`src/rtl/pbc_pkg.sv`:
```
// constants and types for the power budget capability register bank
package pbc_pkg;
  localparam int unsigned ADDR_W = 12;
  localparam logic [11:0] OFS_HEADER = 12'h280;
  localparam logic [11:0] OFS_SELECT = 12'h284;
  localparam logic [11:0] OFS_READOUT = 12'h288;
  localparam logic [11:0] OFS_FLAGS = 12'h28C;
  localparam logic [11:0] OFS_VALUE_BASE = 12'h300;
  localparam logic [11:0] OFS_CONTROL = 12'h3F0;
  localparam int unsigned NUM_VALUES = 8;
  localparam logic [7:0] SEL_MAX = 8'h07;
  localparam logic [15:0] IDENT_POWER_BUDGET = 16'h0004;
  localparam logic [3:0] VERSION_ONE = 4'h1;
  localparam logic [31:0] HEADER_RESET = 32'h0000_0000;
  localparam logic [7:0] SELECT_RESET = 8'h00;
  localparam logic [31:0] VALUE_RESET = 32'h0000_0000;
  localparam int unsigned CTL_VALUE_UNLOCK_BIT = 0;
  localparam int unsigned CTL_LOCKABLE_UNLOCK_BIT = 1;
  localparam int unsigned FLAG_SYS_ALLOC_BIT = 0;
  localparam logic [1:0] RESP_OKAY = 2'h0;
  localparam logic [1:0] RESP_SLVERR = 2'h2;

  typedef struct packed {
    logic [11:0] next_capability_pointer;
    logic [3:0] capability_version;
    logic [15:0] capability_identifier;
  } pbc_header_t;

  typedef struct packed {
    logic [ADDR_W-1:0] addr;
    logic [31:0] data;
    logic [3:0] strb;
  } pbc_wreq_t;
endpackage : pbc_pkg

```
`src/rtl/pbc_regs.sv`:
```
// power budget capability register bank behind an axi4-lite slave
//
// The AXI4-Lite register port was chosen for this implementation.
`timescale 1ns/1ps

module pbc_regs #(
  parameter int unsigned ADDR_W = pbc_pkg::ADDR_W
) (
  input wire logic i_ref_clk,
  input wire logic i_nrst,
  input wire logic [ADDR_W-1:0] i_awaddr,
  input wire logic [2:0] i_awprot,
  input wire logic i_awvalid,
  output logic o_awready,
  input wire logic [31:0] i_wdata,
  input wire logic [3:0] i_wstrb,
  input wire logic i_wvalid,
  output logic o_wready,
  output logic [1:0] o_bresp,
  output logic o_bvalid,
  input wire logic i_bready,
  input wire logic [ADDR_W-1:0] i_araddr,
  input wire logic [2:0] i_arprot,
  input wire logic i_arvalid,
  output logic o_arready,
  output logic [31:0] o_rdata,
  output logic [1:0] o_rresp,
  output logic o_rvalid,
  input wire logic i_rready,
  output logic o_system_allocated
);

  if (ADDR_W != 12)
  begin : g_bad_addr_w
    $error("pbc_regs: ADDR_W must be 12");
  end

  function automatic logic [31:0] merge(input logic [31:0] old_v,
                                        input logic [31:0] new_v,
                                        input logic [3:0] strb);
    logic [31:0] r;
    r = old_v;
    for (int b = 0; b < 4; b++)
    begin
      if (strb[b])
      begin
        r[8*b +: 8] = new_v[8*b +: 8];
      end
    end
    return r;
  endfunction : merge

  // write and read channel holding flops
  logic aw_full_q;
  logic w_full_q;
  logic [ADDR_W-1:0] aw_addr_q;
  logic [31:0] w_data_q;
  logic [3:0] w_strb_q;
  logic bvalid_q;
  logic [1:0] bresp_q;
  logic rvalid_q;
  logic [1:0] rresp_q;
  logic [31:0] rdata_q;

  // register state
  pbc_pkg::pbc_header_t header_q;
  logic [7:0] value_selector_q;
  logic system_allocated_flag_q;
  logic budget_value_unlock_q;
  logic lockable_unlock_q;
  logic [31:0] budget_value_register_q [pbc_pkg::NUM_VALUES];

  // handshakes
  wire aw_take = i_awvalid && o_awready;
  wire w_take = i_wvalid && o_wready;
  wire ar_take = i_arvalid && o_arready;
  wire wr_go = aw_full_q && w_full_q && !bvalid_q;
  assign o_awready = !aw_full_q;
  assign o_wready = !w_full_q;
  assign o_arready = !rvalid_q;
  assign o_bvalid = bvalid_q;
  assign o_bresp = bresp_q;
  assign o_rvalid = rvalid_q;
  assign o_rresp = rresp_q;
  assign o_rdata = rdata_q;
  assign o_system_allocated = system_allocated_flag_q;

  // write decode
  wire [9:0] wr_word = aw_addr_q[11:2];
  wire wr_hdr = wr_word == pbc_pkg::OFS_HEADER[11:2];
  wire wr_sel = wr_word == pbc_pkg::OFS_SELECT[11:2];
  wire wr_rdo = wr_word == pbc_pkg::OFS_READOUT[11:2];
  wire wr_flg = wr_word == pbc_pkg::OFS_FLAGS[11:2];
  wire wr_ctl = wr_word == pbc_pkg::OFS_CONTROL[11:2];
  wire wr_val = aw_addr_q[11:5] == pbc_pkg::OFS_VALUE_BASE[11:5];
  wire [2:0] wr_idx = aw_addr_q[4:2];
  wire wr_mapped = wr_hdr || wr_sel || wr_rdo || wr_flg || wr_ctl || wr_val;
  wire lock_ok = lockable_unlock_q;
  wire [31:0] wr_merge_hdr = merge(header_q, w_data_q, w_strb_q);
  wire [31:0] wr_merge_sel = merge({24'h000000, value_selector_q},
                                   w_data_q, w_strb_q);
  wire [31:0] wr_merge_flg = merge({31'h00000000, system_allocated_flag_q},
                                   w_data_q, w_strb_q);
  wire [31:0] wr_merge_ctl = merge({30'h00000000, lockable_unlock_q,
                                    budget_value_unlock_q},
                                   w_data_q, w_strb_q);

  // read decode
  wire [9:0] rd_word = i_araddr[11:2];
  wire rd_hdr = rd_word == pbc_pkg::OFS_HEADER[11:2];
  wire rd_sel = rd_word == pbc_pkg::OFS_SELECT[11:2];
  wire rd_rdo = rd_word == pbc_pkg::OFS_READOUT[11:2];
  wire rd_flg = rd_word == pbc_pkg::OFS_FLAGS[11:2];
  wire rd_ctl = rd_word == pbc_pkg::OFS_CONTROL[11:2];
  wire rd_val = i_araddr[11:5] == pbc_pkg::OFS_VALUE_BASE[11:5];
  wire rd_mapped = rd_hdr || rd_sel || rd_rdo || rd_flg || rd_ctl || rd_val;
  // selectors past the last value register read as zero
  wire sel_in_range = value_selector_q <= pbc_pkg::SEL_MAX;
  wire [31:0] readout = sel_in_range ?
    budget_value_register_q[value_selector_q[2:0]] : 32'h0000_0000;
  wire [31:0] rd_mux =
    rd_hdr ? header_q :
    rd_sel ? {24'h000000, value_selector_q} :
    rd_rdo ? readout :
    rd_flg ? {31'h00000000, system_allocated_flag_q} :
    rd_ctl ? {30'h00000000, lockable_unlock_q, budget_value_unlock_q} :
    rd_val ? budget_value_register_q[i_araddr[4:2]] : 32'h0000_0000;

  // axi write channel bookkeeping
  always_ff @(posedge i_ref_clk)
  begin
    if (!i_nrst)
    begin
      aw_full_q <= 1'b0;
      w_full_q <= 1'b0;
      aw_addr_q <= '0;
      w_data_q <= 32'h0000_0000;
      w_strb_q <= 4'h0;
      bvalid_q <= 1'b0;
      bresp_q <= pbc_pkg::RESP_OKAY;
    end
    else
    begin
      if (aw_take)
      begin
        aw_full_q <= 1'b1;
        aw_addr_q <= i_awaddr;
      end
      else if (wr_go)
      begin
        aw_full_q <= 1'b0;
      end
      if (w_take)
      begin
        w_full_q <= 1'b1;
        w_data_q <= i_wdata;
        w_strb_q <= i_wstrb;
      end
      else if (wr_go)
      begin
        w_full_q <= 1'b0;
      end
      if (wr_go)
      begin
        bvalid_q <= 1'b1;
        bresp_q <= wr_mapped ? pbc_pkg::RESP_OKAY : pbc_pkg::RESP_SLVERR;
      end
      else if (i_bready)
      begin
        bvalid_q <= 1'b0;
      end
    end
  end

  // axi read channel, answer one cycle after the address is taken
  always_ff @(posedge i_ref_clk)
  begin
    if (!i_nrst)
    begin
      rvalid_q <= 1'b0;
      rresp_q <= pbc_pkg::RESP_OKAY;
      rdata_q <= 32'h0000_0000;
    end
    else if (ar_take)
    begin
      rvalid_q <= 1'b1;
      rresp_q <= rd_mapped ? pbc_pkg::RESP_OKAY : pbc_pkg::RESP_SLVERR;
      rdata_q <= rd_mux;
    end
    else if (i_rready)
    begin
      rvalid_q <= 1'b0;
    end
  end

  // capability header, flags and control; lockable fields need unlock
  always_ff @(posedge i_ref_clk)
  begin
    if (!i_nrst)
    begin
      header_q <= pbc_pkg::HEADER_RESET;
      value_selector_q <= pbc_pkg::SELECT_RESET;
      system_allocated_flag_q <= 1'b0;
      budget_value_unlock_q <= 1'b0;
      lockable_unlock_q <= 1'b0;
    end
    else if (wr_go)
    begin
      if (wr_hdr && lock_ok)
      begin
        header_q <= wr_merge_hdr;
      end
      if (wr_sel)
      begin
        value_selector_q <= wr_merge_sel[7:0];
      end
      if (wr_flg && lock_ok)
      begin
        system_allocated_flag_q <=
          wr_merge_flg[pbc_pkg::FLAG_SYS_ALLOC_BIT];
      end
      if (wr_ctl)
      begin
        budget_value_unlock_q <= wr_merge_ctl[pbc_pkg::CTL_VALUE_UNLOCK_BIT];
        lockable_unlock_q <= wr_merge_ctl[pbc_pkg::CTL_LOCKABLE_UNLOCK_BIT];
      end
    end
  end

  // value registers; a locked write is acknowledged but discarded
  for (genvar gi = 0; gi < pbc_pkg::NUM_VALUES; gi++)
  begin : g_value
    wire hit = wr_go && wr_val && (wr_idx == 3'(gi)) && budget_value_unlock_q;
    always_ff @(posedge i_ref_clk)
    begin
      if (!i_nrst)
      begin
        budget_value_register_q[gi] <= pbc_pkg::VALUE_RESET;
      end
      else if (hit)
      begin
        budget_value_register_q[gi] <= merge(budget_value_register_q[gi],
                                             w_data_q, w_strb_q);
      end
    end
  end

  // checks
  a_ident_after_reset: assert property (@(posedge i_ref_clk)
    disable iff (!i_nrst)
    !$past(i_nrst) |-> header_q.capability_identifier == 16'h0000)
    else $error("identifier not zero after reset");

  a_version_held_locked: assert property (@(posedge i_ref_clk)
    disable iff (!i_nrst)
    (wr_go && wr_hdr && !lock_ok) |=> $stable(header_q.capability_version))
    else $error("version changed while locked");

  a_selector_write_lands: assert property (@(posedge i_ref_clk)
    disable iff (!i_nrst)
    (wr_go && wr_sel && w_strb_q[0]) |=>
      value_selector_q == $past(w_data_q[7:0]))
    else $error("selector write lost");

  a_readout_zero_high: assert property (@(posedge i_ref_clk)
    disable iff (!i_nrst)
    (ar_take && rd_rdo && value_selector_q > 8'h07) |=>
      rvalid_q && rdata_q == 32'h0000_0000)
    else $error("readout not zero for high selector");

  a_readout_selected: assert property (@(posedge i_ref_clk)
    disable iff (!i_nrst)
    (ar_take && rd_rdo && value_selector_q <= 8'h07) |=>
      rdata_q == $past(budget_value_register_q[value_selector_q[2:0]]))
    else $error("readout does not match selected value");

  a_alloc_flag_lock: assert property (@(posedge i_ref_clk)
    disable iff (!i_nrst)
    !(wr_go && wr_flg && lock_ok) |=> $stable(system_allocated_flag_q))
    else $error("allocation flag changed without unlocked write");

  a_value_locked: assert property (@(posedge i_ref_clk)
    disable iff (!i_nrst)
    !(wr_go && wr_val && budget_value_unlock_q) |=>
      $stable(budget_value_register_q[0]) &&
      $stable(budget_value_register_q[3]) &&
      $stable(budget_value_register_q[7]))
    else $error("value register changed while locked");

  a_reserved_read_zero: assert property (@(posedge i_ref_clk)
    disable iff (!i_nrst)
    (ar_take && (rd_sel || rd_flg)) ##1 1'b1 |->
      (rdata_q[31:8] == 24'h000000) &&
      (rdata_q[7:1] == 7'h00 || !$past(rd_flg)))
    else $error("reserved bits not zero");

  a_write_answer: assert property (@(posedge i_ref_clk)
    disable iff (!i_nrst)
    wr_go |=> bvalid_q && bresp_q == ($past(wr_mapped) ?
      pbc_pkg::RESP_OKAY : pbc_pkg::RESP_SLVERR))
    else $error("write answer missing");

  c_unlocked_value_write: cover property (@(posedge i_ref_clk)
    disable iff (!i_nrst) wr_go && wr_val && budget_value_unlock_q);
  c_readout_in_range: cover property (@(posedge i_ref_clk)
    disable iff (!i_nrst) ar_take && rd_rdo && sel_in_range);
  c_readout_out_range: cover property (@(posedge i_ref_clk)
    disable iff (!i_nrst) ar_take && rd_rdo && !sel_in_range);
  c_header_unlocked: cover property (@(posedge i_ref_clk)
    disable iff (!i_nrst) wr_go && wr_hdr && lock_ok);

endmodule : pbc_regs

```
`config.mk`:
```
export PLATFORM = sky130hd
export DESIGN_NAME = pbc_regs
export DESIGN_NICKNAME = d
export VERILOG_FILES = /design/src/rtl/pbc_pkg.sv /design/src/rtl/pbc_regs.sv
export SDC_FILE = /design/constraint.sdc
export NUM_CORES = 1
export LEC_CHECK = 0
export ABC_AREA = 1
export ABC_CLOCK_PERIOD_IN_PS = 5500
export CELL_PAD_IN_SITES_DETAIL_PLACEMENT = 1
export CELL_PAD_IN_SITES_GLOBAL_PLACEMENT = 1
export CORE_ASPECT_RATIO = 1.4
export CORE_MARGIN = 3
export CORE_UTILIZATION = 25
export CTS_CLUSTER_DIAMETER = 200
export CTS_CLUSTER_SIZE = 16
export DETAILED_ROUTE_END_ITERATION = 16
export DONT_BUFFER_PORTS = 1
export GPL_TIMING_DRIVEN = 0
export PLACE_DENSITY = 0.56
export SYNTH_ARGS = -nofsm -noshare
export SYNTH_HDL_FRONTEND = slang
export SYNTH_SLANG_ARGS = --single-unit
```
`constraint.sdc`:
```
create_clock -name i_ref_clk -period 5.5 [get_ports i_ref_clk]
set_input_delay 0.275 -clock i_ref_clk [delete_from_list [all_inputs] [get_ports i_ref_clk]]
set_output_delay 0.275 -clock i_ref_clk [all_outputs]
set_load 0.02 [all_outputs]
```
==> run_results.csv <==
group,metric,value,unit
power,share_seq_of_total_power,55.3,%
timing,hold_viol_final,0,
floorplanning,std_cell_rows,117,
clocking,post-cts-setup-buffer-count,0,
clocking,cts_max_level,1,
clocking,clk_transition_reported_paths,0.08,ns
cells_and_area,layout.cells.non_filler,3244,
grt,number_of_antenna_violations_at_the_first_check_in_global_routing,2,
critical_path,path_max_fanout,9,
critical_path,critPathCaptureType,"register",
synth,postSynth.topFlopCell,"sky130_fd_sc_hd__edfxtp_1",
power,ir_drop,307,µV
placement,dpl_worst_slack,1.70,ns
synth,seq_area_frac_synth,55.8,%
grt,grt_first_pass_wirelength,128,mm
status,run_status,"completed",
drt,drtPass1Iterations,5,
placement,routabilityCongestion,0.947,
clocking,number_of_buffers_added_by_the_clock_tree_synthesis_step,28,
timing,timing.hold.ws,0.126,ns
cells_and_area,fill_cells,8679,
worst_hold_path,hp-class,"input pin to register",
floorplanning,die_w,236,µm
timing,worst-slew-pin-transition,1.39,ns
cells_and_area,final_core_util,28.8,%
timing,maxSlewViolCount,0,
synth,synth-seq-cells,386,
synth,synthMostInstantiatedCell,"sky130_fd_sc_hd__nand2_1",
cells_and_area,design_area,21000,µm²
critical_path,critical_path_arrival,4.16,ns
timing,slew_hr,7.38,%
critical_path,cp-start-kind,"register",
clocking,worstSkewPairLatency,0.63,ns
timing,setup_violations,0,
timing,fin_worst_skew,0.0314,ns
power,combPwrFrac,9.3,%
drt,postRouteAntennaNets,0,
placement,detailed_place_hpwl,66.2,mm
synth,synth.area.top_cells,"sky130_fd_sc_hd__edfxtp_1 42%, sky130_fd_sc_hd__dfxtp_1 14%, sky130_fd_sc_hd__nand2_1 8.2%",
drt,route.detailed.vias_per_inst,5.28,
clocking,cts_tree,"built",
synth,synth_edf_count,256,
power,internal_power,4.28,mW
grt,via_count_of_the_first_global_routing_pass,17900,
grt,grt.overflow.total,0,
critical_path,timing.setup.critical_path_class,"register to register",
synth,share_of_flip_flops_with_an_asynchronous_set_or_reset,0,%
clocking,cts_hold_repair.buffers,50,
clocking,clock_tree.root_cell,"sky130_fd_sc_hd__clkbuf_16",
timing,final.setup.worst_slack,1.59,ns
timing,finalWorstPathRequiredPeriod,3.91,ns
synth,syn-mean-instance-area,8.43,µm²
timing,final_worst_path_period_share,71.2,%
cells_and_area,nNetsFinal,2342,
floorplanning,start_util,25.3,%
drt,initialDrtViolationCount,1291,
synth,yosys_warnings,0,
placement,placed_area,19600,µm²
drt,wirelength,90.8,mm
timing,fmaxAchievable,256,MHz
drt,post_drt_wl_per_cell,28.0,µm
critical_path,worst-endpoint-required,5.74,ns
clocking,postCtsResizedCells,0,
grt,grt_usage,22.9,%
grt,grt_max_degree,18,
timing,setup_repair_after_global_routing_missed_its_margin,"false",
synth,syn-cell-area,18400,µm²
clocking,clk_path_buf_depth,3,
run,max_cap_violations,0,
placement,io_buffers,0,
drt,via_count,17100,
drt,drc_errors,0,
timing,fin_setup_tns,0,ns
floorplanning,core_region_area,72900,µm²
power,power.static_leakage,7.51,nW
synth,ys_types,38,
power,power.density,282,nW/µm²
floorplanning,number_of_primary_i_o_pins,115,
synth,yosysTopAreaCellShare,41.7,%
placement,post-place-cells,3141,
cells_and_area,layout-area-overhead-vs-synth,13.7,%
power,totalPowerFinal,5.92,mW
power,clock_power_share,35.3,%
cells_and_area,drive_above_1_share,3.80,%
power,total_switching_power,1.63,mW
synth,post_synth_most_frequent_cells,"405 x sky130_fd_sc_hd__nand2_1, 399 x sky130_fd_sc_hd__nor2_1, 256 x sky130_fd_sc_hd__edfxtp_1",
floorplanning,die_area,77100,µm²
floorplanning,chipHeight,327,µm
clocking,numClockSinks,386,
power,swShare,27.6,%
synth,synthCells,2187,
synth,yosysTopAreaCell,"sky130_fd_sc_hd__edfxtp_1",
-- per-layer routing --
metal,up-vias,global-route usage (%),part of all wire (%)
li1,7670,-,-
met1,8638,25.9,38
met2,619,41.8,51
met3,211,3.17,5.6
met4,2,12.0,6.0
met5,-,0,0.014
-- worst max-delay path, stage by stage (launching register included) --
cell                      delay [ns]
sky130_fd_sc_hd__dfxtp_1        0.32
sky130_fd_sc_hd__nor2_1         0.20
sky130_fd_sc_hd__nand2_1        0.09
sky130_fd_sc_hd__nor4_2         0.21
sky130_fd_sc_hd__nand2_2        0.23
sky130_fd_sc_hd__nor4_2         1.06
sky130_fd_sc_hd__nand2_1        0.73
sky130_fd_sc_hd__nand2_1        0.67
-- final timing paths --
| path | startpoint | end | slack [ns] | cells after the start |
|---|---|---|---|---|
| setup / recovery | aw_addr_q[11] | budget_value_register_q[7][19] | 1.59 | 7 |
| hold / removal | i_araddr[5] | o_rresp[1] | 0.13 | 5 |
| setup reg to reg | aw_addr_q[11] | budget_value_register_q[7][19] | 1.59 | 7 |
| hold reg to reg | w_data_q[3] | value_selector_q[3] | 0.46 | 2 |
-- state kept, by name, summed over array words and instances, names as in the netlist, 4 cells and up, named ones only --
register	cells
budget_value_register_q	256
w_strb_q	4
w_data_q	32
o_rdata	32
value_selector_q	8
aw_addr_q	10
header_q	32
-- power groups by stage --
stage,registers (mW),clock network [mW],logic [mW]
6_report,3.27,2.09,0.550
5_1_grt,3.29,2.22,0.593
4_1_cts,3.27,2.12,0.550
3_5_place_dp,3.34,0,0.519
3_3_place_gp,3.34,0,0.509
2_1_floorplan,3.31,0,0.287
-- placed cells by master (no fill, tap or decap), types with 50 or more instances in the layout --
cell type	synthesis	routed
sky130_fd_sc_hd__dlygate4sd3_1	0	50
sky130_fd_sc_hd__clkbuf_1	108	130
sky130_fd_sc_hd__inv_1	91	91
sky130_fd_sc_hd__o21ai_0	244	244
sky130_fd_sc_hd__nor2_1	399	399
sky130_fd_sc_hd__dfxtp_1	130	130
sky130_fd_sc_hd__nand3_1	148	148
sky130_fd_sc_hd__nand2_1	405	405
sky130_fd_sc_hd__edfxtp_1	256	256
sky130_fd_sc_hd__a21oi_1	202	202
-- kinds of logic after synthesis --
logic type,Yosys count,share of synthesized area (%)
simple gates,996,22.4
buf+inv,265,5.67
compound gates,539,16.1
flops,386,55.8
other cells,1,0.0203
-- area by class of cell --
type	instances	area, µm²	area share, %
well taps	952	1190	5.68
diodes	1	2.50	0.0119
clock inverters	2	32.5	0.155
repair buffers	51	515	2.46
clock buffers	50	783	3.74
multi-input cells	1537	7100	33.9
flip-flops and latches	386	10300	49.1
inverters	123	462	2.20
plain buffers	142	584	2.79
No activity file was read; power rests on OpenSTA's default activity.
